<file path="config.mk">
export PLATFORM = sky130hd
export DESIGN_NAME = sdli_load_if
export DESIGN_NICKNAME = d
export VERILOG_FILES = /design/src/sdli_sync.v /design/src/sdli_load_if.v
export VERILOG_INCLUDE_DIRS = /design/src
export SDC_FILE = /design/constraint.sdc
export NUM_CORES = 1
export LEC_CHECK = 0
export BUFFER_PORTS_ARGS = -buffer_cell sky130_fd_sc_hd__buf_2
export CORE_MARGIN = 4
export CORE_UTILIZATION = 54
export DETAILED_ROUTE_END_ITERATION = 12
export GPL_ROUTABILITY_DRIVEN = 1
export PLACE_DENSITY_LB_ADDON = 0.15
export SKIP_CTS_REPAIR_TIMING = 1
export SYNTH_ARGS = -nofsm -noshare
export SYNTH_HDL_FRONTEND = slang
export SYNTH_SLANG_ARGS = --single-unit
</file>
<file path="constraint.sdc">
create_clock -name clk -period 1.44 [get_ports clk]
set_input_delay 0.216 -clock clk [delete_from_list [all_inputs] [get_ports clk]]
set_output_delay 0.216 -clock clk [all_outputs]
set_load 0.1 [all_outputs]
</file>
<file path="src/sdli_defines.vh">
`ifndef SDLI_DEFINES_VH
`define SDLI_DEFINES_VH

`define SDLI_CODE_W      12
`define SDLI_CODE_MSB    11
`define SDLI_FULL_SCALE  12'hfff
`define SDLI_ZERO_CODE   12'h000
`define SDLI_SYNC_W      2

`endif

</file>
<file path="src/sdli_sync.v">
module sdli_sync (
  input  wire clk,
  input  wire rstn,
  input  wire din,
  output reg  dout
);

  reg stage1;

  // Only the second flop may read stage1
  always @(posedge clk or negedge rstn) begin
    if (!rstn) begin
      stage1 <= 1'b0;
      dout   <= 1'b0;
    end else begin
      stage1 <= din;
      dout   <= stage1;
    end
  end

endmodule

</file>
<file path="src/sdli_load_if.v">
`include "sdli_defines.vh"

module sdli_load_if (
  input  wire                        clk,
  input  wire                        rstn,
  input  wire                        serial_clk,
  input  wire                        serial_in,
  input  wire                        load_n,
  output reg                         serial_out,
  output reg  [`SDLI_CODE_MSB:0]     dac_code,
  output reg                         dac_full_scale,
  output reg                         dac_update
);


  // Pin order inside the synchroniser bank
  localparam PIN_SCLK = 0;
  localparam PIN_DATA = 1;
  localparam PIN_LOAD = 2;
  localparam PIN_CNT  = 3;

  // Holding register states
  localparam LS_HELD  = 2'b00;
  localparam LS_OPEN  = 2'b01;
  localparam LS_CLOSE = 2'b10;

  // Raw and synchronised pin levels
  wire [PIN_CNT-1:0]        pin_raw;
  wire [PIN_CNT-1:0]        pin_sync;
  wire                      sclk_sync;
  wire                      sin_sync;
  wire                      load_act_sync;

  // Serial clock edge finding
  reg                       sclk_prev;
  wire                      sclk_rise;

  // Shift path
  reg  [`SDLI_CODE_MSB:0]   shift_reg;
  wire [`SDLI_CODE_MSB:0]   stage_in;
  reg  [`SDLI_CODE_MSB:0]   next_shift;
  reg                       next_serial_out;

  // Holding path
  reg  [1:0]                load_state;
  reg  [1:0]                next_load_state;
  wire                      code_changed;
  reg  [`SDLI_CODE_MSB:0]   next_dac_code;
  reg                       next_full_scale;
  reg                       next_update;

  function full_scale_of;
    input [`SDLI_CODE_MSB:0] code;
    begin
      full_scale_of = (code == `SDLI_FULL_SCALE);
    end
  endfunction

  function rise_of;
    input cur;
    input prev;
    begin
      rise_of = cur & ~prev;
    end
  endfunction

  // Load is synchronised active high so the reset value reads as idle
  assign pin_raw[PIN_SCLK] = serial_clk;
  assign pin_raw[PIN_DATA] = serial_in;
  assign pin_raw[PIN_LOAD] = ~load_n;

  // Two flops per pin; nothing else reads the first
  genvar p;
  generate
    for (p = 0; p < PIN_CNT; p = p + 1) begin : g_pin_sync
      sdli_sync u_sync (
        .clk  (clk),
        .rstn (rstn),
        .din  (pin_raw[p]),
        .dout (pin_sync[p])
      );
    end
  endgenerate

  assign sclk_sync     = pin_sync[PIN_SCLK];
  assign sin_sync      = pin_sync[PIN_DATA];
  assign load_act_sync = pin_sync[PIN_LOAD];

  // Data and clock see equal sync delay, so setup at the pin carries over
  assign sclk_rise = rise_of(sclk_sync, sclk_prev);

  // Previous level for edge finding
  always @(posedge clk or negedge rstn) begin
    if (!rstn) begin
      sclk_prev <= 1'b0;
    end else begin
      sclk_prev <= sclk_sync;
    end
  end

  // Each stage takes the one below it; stage zero takes the pin
  assign stage_in[0] = sin_sync;
  genvar b;
  generate
    for (b = 1; b <= `SDLI_CODE_MSB; b = b + 1) begin : g_stage
      assign stage_in[b] = shift_reg[b-1];
    end
  endgenerate

  always @* begin
    next_shift      = shift_reg;
    next_serial_out = serial_out;
    if (sclk_rise) begin
      next_shift      = stage_in;
      next_serial_out = stage_in[`SDLI_CODE_MSB];
    end
  end

  // Reset to zero only to keep simulation defined; value carries no meaning
  always @(posedge clk or negedge rstn) begin
    if (!rstn) begin
      shift_reg <= `SDLI_ZERO_CODE;
    end else begin
      shift_reg <= next_shift;
    end
  end

  always @(posedge clk or negedge rstn) begin
    if (!rstn) begin
      serial_out <= 1'b0;
    end else begin
      serial_out <= next_serial_out;
    end
  end

  // Close state marks the capture point; a quick reopen is still honoured
  always @* begin
    next_load_state = load_state;
    case (load_state)
      LS_HELD: begin
        if (load_act_sync) begin
          next_load_state = LS_OPEN;
        end
      end
      LS_OPEN: begin
        if (!load_act_sync) begin
          next_load_state = LS_CLOSE;
        end
      end
      LS_CLOSE: begin
        if (load_act_sync) begin
          next_load_state = LS_OPEN;
        end else begin
          next_load_state = LS_HELD;
        end
      end
      default: begin
        next_load_state = LS_HELD;
      end
    endcase
  end

  always @(posedge clk or negedge rstn) begin
    if (!rstn) begin
      load_state <= LS_HELD;
    end else begin
      load_state <= next_load_state;
    end
  end

  assign code_changed = (shift_reg != dac_code);

  // Follows the shift register while open, so late shifts still reach the output
  always @* begin
    next_dac_code   = dac_code;
    next_full_scale = dac_full_scale;
    next_update     = 1'b0;
    if (load_state == LS_OPEN) begin
      next_dac_code   = shift_reg;
      next_full_scale = full_scale_of(shift_reg);
      next_update     = code_changed;
    end
  end

  // Registered so the converter never sees a glitching code
  always @(posedge clk or negedge rstn) begin
    if (!rstn) begin
      dac_code <= `SDLI_ZERO_CODE;
    end else begin
      dac_code <= next_dac_code;
    end
  end

  always @(posedge clk or negedge rstn) begin
    if (!rstn) begin
      dac_full_scale <= 1'b0;
    end else begin
      dac_full_scale <= next_full_scale;
    end
  end

  always @(posedge clk or negedge rstn) begin
    if (!rstn) begin
      dac_update <= 1'b0;
    end else begin
      dac_update <= next_update;
    end
  end

endmodule

</file>
# [After elaboration in Yosys (flattened, before gate mapping)]
# Index checks and enable logic that the tools add are counted.
# Widths: inputs -> output; s select.
[totals] mem_count=0 ram_bits=0 regBits=36 latchBits=0 romBits=0 in_bits=5 elab_cells=29
[classes] mux=5 div=0 shift=0 n_addsub=0 bitwise=3 n_eq_ne=6 multipliers=0 n_reduce_logical=2 magnitude_cmp=0
[ops] cell="$eq 12x12->1 const B" n=1
[ops] cell="$ne 12x12->1" n=1
[ops] cell="$pmux 2 s3" n=1
[ops] cell="$mux 2" n=2
[ops] cell="$eq 2x1->1 const B" n=1
[ops] cell="$eq 2x2->1 const B" n=1
[ops] cell="$logic_not 2->1" n=1
[ops] cell="$mux 1" n=2
[ops] cell="$ne 2x1->1 const B" n=1
[ops] cell="$ne 2x2->1 const B" n=1
[ops] cell="$not 1->1" n=2
[ops] cell="$reduce_and 2->1" n=1
[ops] cell="$and 1x1->1" n=1

# [Depth between registers and ports, before layout]
# Gate-level depths: netlist (run 1).
[logic_depth] depth_word=3 depth_mapped=5

# [Modules after synthesis]
# Synthesis (run 1) repeated with hierarchy kept, for this count alone.
[unflattened] hier_cells=88 hier_area_um2=1381.3
[by_module_without_submodules] module="sdli_load_if" instances=1 area_per_inst_um2=1231.2 cells_per_inst=82 seq_area_each_um2=725.7
[by_module_without_submodules] module="sdli_sync" instances=3 area_per_inst_um2=50.0 cells_per_inst=2 seq_area_each_um2=50.0

# [Least setup slack after synthesis (run 1)]
# OpenSTA, ideal clock, no wires.
[synth_timing] kind="flip-flop to flip-flop" from="register shift_reg[11]" to="register dac_update" arrival_ns=1.451 period_less_slack_ns=1.587 n_path_buf=0 path_slack_ns=-0.147 stages_incl_launch_ff=4 path_cell_list="dfrtp_1 xor2_1 nor4_1 a31oi_1"
[synth_via] elab_chain_cells=2
[synth_lines] element="start: declaration" line="sdli_load_if.v:39" source="reg [`SDLI_CODE_MSB:0] shift_reg;"
[synth_lines] element="start signal: assignment" line="sdli_load_if.v:122" source="shift_reg <= `SDLI_ZERO_CODE;"
[synth_lines] element="start signal: assignment" line="sdli_load_if.v:124" source="shift_reg <= next_shift;"
[synth_lines] element="$ne 12x12->1" line="sdli_load_if.v:171" source="assign code_changed = (shift_reg != dac_code);"
[synth_lines] element="$mux 1" line="sdli_load_if.v:178" source="if (load_state == LS_OPEN) begin"
[synth_lines] element="via next_update" line="sdli_load_if.v:50" source="reg next_update;"
[synth_lines] element="end signal: assignment" line="sdli_load_if.v:206" source="dac_update <= next_update;"
[synth_lines] element="end: declaration" line="sdli_load_if.v:12" source="output reg dac_update"
# The timed path passes the listed nets, and every way through them passes these cells.
# A chain may end at the register's enable or synchronous reset.

# [Worst setup path after layout (run 1)]
[layout_timing] from="register dac_code[10]" to="output dac_code[10]"
[layout_rtl] element="start: declaration" line="sdli_load_if.v:10" source="output reg [`SDLI_CODE_MSB:0] dac_code,"
[layout_rtl] element="start signal: assignment" line="sdli_load_if.v:188" source="dac_code <= `SDLI_ZERO_CODE;"
[layout_rtl] element="start signal: assignment" line="sdli_load_if.v:190" source="dac_code <= next_dac_code;"
# No word-level cell between the ends.

==> results of run 1 <==
-- synth_stat cells, drive strengths merged --
| cell | n | share of area |
|---|---|---|
| a31oi | 1 | 0.0045 |
| nand2 | 1 | 0.0027 |
| o41ai | 1 | 0.012 |
| nor4 | 3 | 0.014 |
| nand4 | 3 | 0.014 |
| xor2 | 12 | 0.076 |
| a21boi | 1 | 0.0054 |
| inv | 1 | 0.0027 |
| nor2 | 1 | 0.0027 |
| buf | 3 | 0.023 |
| dfrtp | 35 | 0.63 |
| nand2b | 2 | 0.014 |
| mux2 | 24 | 0.20 |
-- routing by layer --
| metal | vias up | GRT usage | wire [µm] |
|---|---|---|---|
| li1 | 362 | - | - |
| met1 | 390 | 0.208 | 985 |
| met2 | 19 | 0.223 | 1010 |
| met3 | 8 | 0.0504 | 122 |
| met4 | 0 | 0.0874 | 59 |
| met5 | - | 0 | 0 |
-- how the worst max path moves through the flow --
stage	startpoint	endpoint	slack, ns	cells past startpoint
final	dac_code[10]$_DFFE_PN0N_	dac_code[10]	0.07	1
after global routing	dac_code[6]$_DFFE_PN0N_	dac_code[6]	0.02	1
after CTS	shift_reg[11]$_DFFE_PN0P_	serial_out	0.008	1
after detailed placement	shift_reg[5]$_DFFE_PN0P_	dac_update$_DFF_PN0_	0.21	3
after global placement	shift_reg[5]$_DFFE_PN0P_	dac_update$_DFF_PN0_	0.21	3
after floorplan	shift_reg[11]$_DFFE_PN0P_	dac_update$_DFF_PN0_	0.12	3
-- layout by cell type (no fill, tap or decap), drive strengths merged --
| master | n |
|---|---|
| a21boi | 1 |
| a31oi | 1 |
| buf | 20 |
| clkbuf | 8 |
| dfrtp | 35 |
| dlygate4sd3 | 3 |
| inv | 1 |
| mux2 | 24 |
| nand2 | 1 |
| nand2b | 2 |
| nand4 | 3 |
| nor2 | 1 |
| nor4 | 3 |
| o41ai | 1 |
| xor2 | 12 |
-- area by class of cell --
class                      count  area share
multi-input combinational     49       0.296
inverter                       1     0.00236
sequential                    35       0.561
clock buffer                   7      0.0283
timing repair buffer          24      0.0896
tap                           30      0.0236
-- metrics by stage --
stage	hold slack (ns)	setup WS, ns	std cells	instance area (µm²)	utilization
floorplan	-0.0796	0.121	88	1400	-
global placement	0.179	0.212	136	1510	0.617
detailed placement	0.190	0.211	136	1510	0.617
CTS	-0.186	0.00783	143	1560	0.635
global route	0.00934	0.0230	146	1590	0.648
finish	0.0189	0.0726	146	1590	0.648
-- logic make-up (layout without fill, tap and decap cells) --
kind of cell	Yosys count	count (layout)	share of synthesized area
AND/OR/NAND/NOR	10	10	0.0471
buffers and inverters	4	32	0.0254
flip-flops	35	35	0.634
multiplexers	24	24	0.196
XOR/XNOR	12	12	0.0761
AO/OA/AOI/OAI	3	3	0.0217
==> summary.md, run 1 <==
| Metric | Value |
|---|---|
| Status | `finished clean` |
| Syn_nets | `93` |
| Tightest Hold Check Type | `input pin to register` |
| Die area | `3430 µm²` |
| Synth Register Bits | `35` |
| Max incr delay on CP | `0.43 ns` |
| Pin count of the biggest net entering global routing | `21` |
| Initial DRC count | `13` |
| Final setup TNS | `0 ns` |
| Mapped Cells | `88` |
| Worst hold endpoint | `g_pin_sync[2].u_sync.stage1$_DFF_PN0_` |
| CTS Buffer Depth | `2` |
| Routed wire per std cell | `14.9 µm` |
| Worst-Margin Slew | `0.486 ns` |
| Post-synthesis sequential area ratio | `0.634` |
| Gr ovfl total | `0` |
| DR pass1 iterations | `3` |
| CP Class | `register to output port` |
| Post-route minimum period | `1.37 ns` |
| Area occupied by multi-input gates | `470 µm²` |
| Antenna violations before repair | `0` |
| Die Ht | `58.6 µm` |
| H-tree levels | `2` |
| Core area | `2450 µm²` |
| Data arrival, critical path | `1.15 ns` |
| Ant diodes | `0` |
| CP delay by family, top | `buffers and inverters` |
| Die width | `58.6 µm` |
| Final Hold Viols | `0` |
| RR Endpoint | `dac_update$_DFF_PN0_` |
| R2R Setup Slk | `0.21 ns` |
| TritonCTS Buffers | `5` |
| TritonCTS clock tree | `built` |
| Reg-to-Reg Start | `shift_reg[5]$_DFFE_PN0P_` |
| Syn avg cell area | `15.7 µm²` |
| Gr usage total | `0.156` |
| R2R depth | `3` |
| DP Wirelength | `1.52 mm` |
| Critical path peak fanout | `3` |
| GP Congestion | `0.709` |
| Slowest cell on the critical path | `buf_2` |
| Worst path cell trace | `buf_2` |
| Layout area overhead | `15.2%` |
| Io pins | `20` |
| Worst skew pair latency | `0.33 ns` |
| Fill cells | `192` |
| Initial core utilization | `0.563` |
| Routed Wire Length | `2.17 mm` |
| CP required | `1.22 ns` |
| Slew margin rel. | `0.678` |
| Fraction of layout cells with a size suffix above 1 | `0.560` |
| Yosys cell types | `16` |
| F_max | `0.731 GHz` |
| Critical path startpoint category | `register` |
| Buffers & Inverters on Critical Path | `1` |
| YS warnings | `0` |
| Hold wc startpoint | `load_n` |
| Mapped Area | `1380 µm²` |
| Nets | `121` |
| FF+latch area | `892 µm²` |
| First-pass GRT wire length | `3.85 mm` |
| Max_cap viols | `0` |
| IO Port Bufs | `19` |
| Tcrit/Tclk final | `0.950` |
| Vias per inst | `5.34` |
| Final setup viols | `0` |
| Row count | `18` |
| RSZ-0062 raised after global routing | `no` |
| Vias in the first global route | `833` |
| Residual DRC | `0` |
| Cell depth of the worst hold path | `2` |
| Number of vias in the routed layout | `779` |
| Max-slew violations | `0` |
| CP endpoint kind | `output port` |
| CTS sink count | `35` |
| Root buf cell | `clkbuf_4` |
| Post-DRT Antenna Nets | `0` |
| Clock skew | `0.00641 ns` |
| Clk pin slew, worst setup/hold paths | `0.10 ns` |
Power of run 1 is left out: the tool's default activity adds up to more than one toggle a clock period on the data nets, which glitch-free logic cannot reach.
==> run 2: changes to the inputs <==
--- a/config.mk
+++ b/config.mk
@@ -7,7 +7,6 @@
 export NUM_CORES = 1
 export LEC_CHECK = 0
 export BUFFER_PORTS_ARGS = -buffer_cell sky130_fd_sc_hd__buf_2
-export CORE_MARGIN = 4
 export CORE_UTILIZATION = 54
 export DETAILED_ROUTE_END_ITERATION = 12
 export GPL_ROUTABILITY_DRIVEN = 1
==> run 2 against run 1 <==
Effect of this change: clock-buffer cell count is 1 lower; sequential share of layout area is 2.0 points lower; clock skew is 0.0044 ns higher; global-route usage is 5.9 points higher; first-iteration DRC count is 31% lower; die area is 19% lower; critical path depth stayed put; register-to-register slack worse by 0.03 ns; critical endpoint is now dac_code[9]; largest cell class unchanged.
==> summary.md, run 2 (synthesis results as in run 1) <==
| Metric | Value |
|---|---|
| Status | `finished clean` |
| FF+latch area | `892 µm²` |
| Ant diodes | `0` |
| GP Congestion | `0.750` |
| Reg-to-Reg Start | `shift_reg[5]$_DFFE_PN0P_` |
| Slowest cell on the critical path | `buf_2` |
| Vias in the first global route | `777` |
| Number of vias in the routed layout | `777` |
| DP Wirelength | `1.54 mm` |
| Cell depth of the worst hold path | `0` |
| Gr usage total | `0.214` |
| CP Class | `register to output port` |
| Post-route minimum period | `1.38 ns` |
| Clock skew | `0.0108 ns` |
| First-pass GRT wire length | `3.88 mm` |
| Dpl cells | `135` |
| Commonest non-fill, non-tap cell in the layout | `mux2_2` |
| Max_cap viols | `0` |
| Pin count of the biggest net entering global routing | `36` |
| TritonCTS clock tree | `built` |
| Io pins | `20` |
| Worst hold endpoint | `g_pin_sync[2].u_sync.dout$_DFF_PN0_` |
| Gr ovfl total | `0` |
| Area occupied by multi-input gates | `470 µm²` |
| Fin cells | `147` |
| Core area | `2320 µm²` |
| Routed Wire Length | `2.23 mm` |
| Die area | `2760 µm²` |
| Layout area overhead | `19.5%` |
| Initial DRC count | `9` |
| Final setup TNS | `0 ns` |
| Tightest Hold Check Type | `register to register` |
| DR WL met2 | `1.07 mm` |
| Row count | `17` |
| Vias per inst | `5.29` |
| CTS sink count | `35` |
| Met3 wire length | `92 µm` |
| Fraction of layout cells with a size suffix above 1 | `0.580` |
| Tcrit/Tclk final | `0.958` |
| Max-slew violations | `0` |
| RR Endpoint | `dac_update$_DFF_PN0_` |
| Critical path peak fanout | `3` |
| Worst path cell trace | `buf_2` |
| Fill cells | `175` |
| Nets | `123` |
| Most frequent cells in the layout | `mux2_2 (24), dfrtp_1 (22), buf_2 (17)` |
| Met1 WL | `1.02 mm` |
| R2R Setup Slk | `0.18 ns` |
| Buffers & Inverters on Critical Path | `1` |
| CP delay by family, top | `buffers and inverters` |
| Routed wire per std cell | `15.1 µm` |
| Clk pin slew, worst setup/hold paths | `0.11 ns` |
| TritonCTS Buffers | `5` |
| R2R depth | `3` |
| F_max | `0.725 GHz` |
| Hold wc startpoint | `g_pin_sync[2].u_sync.stage1$_DFF_PN0_` |
| Data arrival, critical path | `1.16 ns` |
| CP endpoint kind | `output port` |
| Initial core utilization | `0.596` |
| CTS Buffer Depth | `2` |
| Worst skew pair latency | `0.34 ns` |
| Root buf cell | `clkbuf_4` |
| CP required | `1.22 ns` |
| Worst-Margin Slew | `0.487 ns` |
| H-tree levels | `2` |
| Post-DRT Antenna Nets | `0` |
| Die width | `52.6 µm` |
| Slew margin rel. | `0.678` |
| Die Ht | `52.6 µm` |
| Final Hold Viols | `0` |
| Residual DRC | `0` |
| Max incr delay on CP | `0.43 ns` |
| Critical path startpoint category | `register` |
| Fin Hold WS | `0.361 ns` |
| Antenna violations before repair | `0` |
| Final setup viols | `0` |
| Uppermost layer routed | `met4` |
| IO Port Bufs | `19` |
| DR pass1 iterations | `4` |
==> run 2: changes by cell type in the layout (fill, tap and decap cells not counted) <==
cell,delta
buf_2,-1
buf_4,+1
bufinv_16,+1
clkinv_2,+1
dlygate4sd3_1,+1
clkbuf_8,+1
clkbuf_4,+1
clkbuf_1,-2
==> run 2: layout make-up <==
cell class              count  area share
flip-flops and latches     35       0.541
multi-input cells          49       0.285
repair buffers             26      0.0986
clock buffers               6      0.0311
clock inverters             2      0.0212
well taps                  28      0.0212
inverters                   1     0.00227
==> run 2: per-layer routing <==
metal	up-vias	GRT usage
li1	370	-
met1	380	0.282
met2	21	0.306
met3	6	0.0870
met4	0	0.105
met5	-	0
==> run 2: how the worst max path moves through the flow <==
stage	startpoint	endpoint	slack (ns)	cells past startpoint
CTS	shift_reg[11]$_DFFE_PN0P_	serial_out	0.02	1
detailed placement	shift_reg[5]$_DFFE_PN0P_	dac_update$_DFF_PN0_	0.18	3
finish	dac_code[9]$_DFFE_PN0N_	dac_code[9]	0.06	1
global route	dac_code[11]$_DFFE_PN0N_	dac_code[11]	-0.0007	1
floorplan	shift_reg[11]$_DFFE_PN0P_	dac_update$_DFF_PN0_	0.12	3
global placement	shift_reg[5]$_DFFE_PN0P_	dac_update$_DFF_PN0_	0.20	3
==> run 2: stage by stage <==
step,instance area [µm²],util,setup slack [ns]
floorplan,1400,-,0.121
global placement,1520,0.655,0.201
detailed placement,1520,0.655,0.180
CTS,1610,0.692,0.0201
global route,1650,0.712,-0.000670
finish,1650,0.712,0.0606
Power of run 2 is left out for the same reason.
==> run 3: changes to the inputs <==
==> constraint.sdc (replaced) <==
create_clock -name clk -period 1.3 [get_ports clk]
set_input_delay 0.195 -clock clk [delete_from_list [all_inputs] [get_ports clk]]
set_output_delay 0.195 -clock clk [all_outputs]
set_load 0.1 [all_outputs]
==> run 3 against run 2 <==
Effect of this change: the flow now finishes with violations (setup timing); clock-buffer cell count up 2; cell count rose by 2.7%; first-iteration DRC count shrank 44%; wire length grew 7.8%; register-to-register slack got worse by 0.13 ns; worst hold slack got worse by 0.064 ns; setup slack worse by 0.075 ns; sequential share of layout area is 6.3 points lower; critical path depth increased by 1; via count is 4.9% higher; utilization rose by 10 points.
==> summary.md, run 3 (synthesis results as in run 1) <==
| Metric | Value |
|---|---|
| Status | `finished, violations left` |
| Failing checks | `setup timing` |
| Vias per inst | `5.40` |
| CP required | `1.11 ns` |
| Final setup viols | `1` |
| Clock skew | `0.0150 ns` |
| RSZ-0062 raised after global routing | `yes` |
| Routed wire per std cell | `15.9 µm` |
| Final Hold Viols | `0` |
| GP Congestion | `0.730` |
| Critical path startpoint category | `register` |
| Io pins | `20` |
| Layout area overhead | `37.0%` |
| F_max | `0.761 GHz` |
| Core area | `2320 µm²` |
| Row count | `17` |
| Tightest Hold Check Type | `input pin to asynchronous set/reset pin` |
| Max-slew violations | `0` |
| DR pass1 iterations | `3` |
| H-tree levels | `2` |
| Post-DRT Antenna Nets | `0` |
| TritonCTS Buffers | `5` |
| Most frequent cells in the layout | `mux2_2 (24), dfrtp_1 (22), buf_12 (14)` |
| Pin count of the biggest net entering global routing | `21` |
| Worst-Margin Slew | `0.381 ns` |
| Post-route worst setup slack | `-0.0146 ns` |
| Worst skew pair latency | `0.33 ns` |
| Ant diodes | `0` |
| Root buf cell | `clkbuf_4` |
| TritonCTS clock tree | `built` |
| Post-route minimum period | `1.31 ns` |
| Tcrit/Tclk final | `1.01` |
| Nets | `127` |
| CP Class | `register to output port` |
| Fraction of layout cells with a size suffix above 1 | `0.593` |
| Data arrival, critical path | `1.12 ns` |
| Initial DRC count | `5` |
| Fin Hold WS | `0.297 ns` |
| Post-place setup slack | `-0.0116 ns` |
| CP endpoint kind | `output port` |
| Slew margin rel. | `0.746` |
| CTS sink count | `35` |
| R2R Setup Slk | `0.05 ns` |
| Antenna violations before repair | `0` |
| Gr usage total | `0.225` |
| Routed Wire Length | `2.40 mm` |
| Commonest non-fill, non-tap cell in the layout | `mux2_2` |
| Die Ht | `52.6 µm` |
| IO Port Bufs | `19` |
| Number of vias in the routed layout | `815` |
| First-pass GRT wire length | `4.09 mm` |
| Fill cells | `124` |
| Die area | `2760 µm²` |
| Vias in the first global route | `823` |
| CTS Buffer Depth | `2` |
| Max_cap viols | `0` |
| Residual DRC | `0` |
| Die width | `52.6 µm` |
| DP Wirelength | `1.69 mm` |
| Gr ovfl total | `0` |
| Initial core utilization | `0.596` |
| Clk pin slew, worst setup/hold paths | `0.11 ns` |
| Critical path peak fanout | `3` |
==> run 3: cell types whose count changed in the layout (fill, tap and decap cells not counted), sizes merged <==
cell    before  now
clkbuf       8    9
bufinv       1    0
buf         20   25
clkinv       1    0
==> run 3: worst max-delay path, stage by stage, from the launching register on <==
cell,delay (ns)
dfrtp_4,0.50
buf_6,0.13
buf_12,0.15
==> run 3: worst paths after layout <==
check                                                            from                                   to  cells after the start
worst max-delay path                        shift_reg[11]$_DFFE_PN0P_                           serial_out                      2
worst min-delay path                                             rstn           dac_full_scale$_DFFE_PN0N_                      2
worst max register to register                dac_code[5]$_DFFE_PN0N_                 dac_update$_DFF_PN0_                      3
worst min register to register  g_pin_sync[1].u_sync.stage1$_DFF_PN0_  g_pin_sync[1].u_sync.dout$_DFF_PN0_                      0
max in group asynchronous                                        rstn              dac_code[8]$_DFFE_PN0N_                      3
min in group clk                g_pin_sync[1].u_sync.stage1$_DFF_PN0_  g_pin_sync[1].u_sync.dout$_DFF_PN0_                      0
==> run 3: layer usage <==
metal	vias to the layer above	part of all wire	routed length [µm]	global-route usage
li1	372	-	-	-
met1	422	0.47	1130	0.297
met2	18	0.48	1150	0.327
met3	3	0.038	90	0.0957
met4	0	0.015	35	0.0921
met5	-	0	0	0
==> run 3: stage by stage <==
step / TNS [ns] / area (µm²) / cells / util
2_1_floorplan: 0 / 1410 / 88 / -
3_3_place_gp: 0 / 1760 / 138 / 0.760
3_5_place_dp: -0.0116 / 1760 / 138 / 0.760
4_1_cts: -0.146 / 1830 / 146 / 0.790
5_1_grt: -0.0389 / 1890 / 151 / 0.817
6_report: -0.0146 / 1890 / 151 / 0.817
==> run 3: final cells by class <==
cell class                 count  area (µm²)  area share
clock buffer                   8        68.8      0.0364
inverter                       1        3.75     0.00198
multi-input combinational     49         477       0.252
sequential                    35         905       0.478
tap                           28        35.0      0.0185
timing repair buffer          30         404       0.213
Power of run 3 is left out for the same reason.
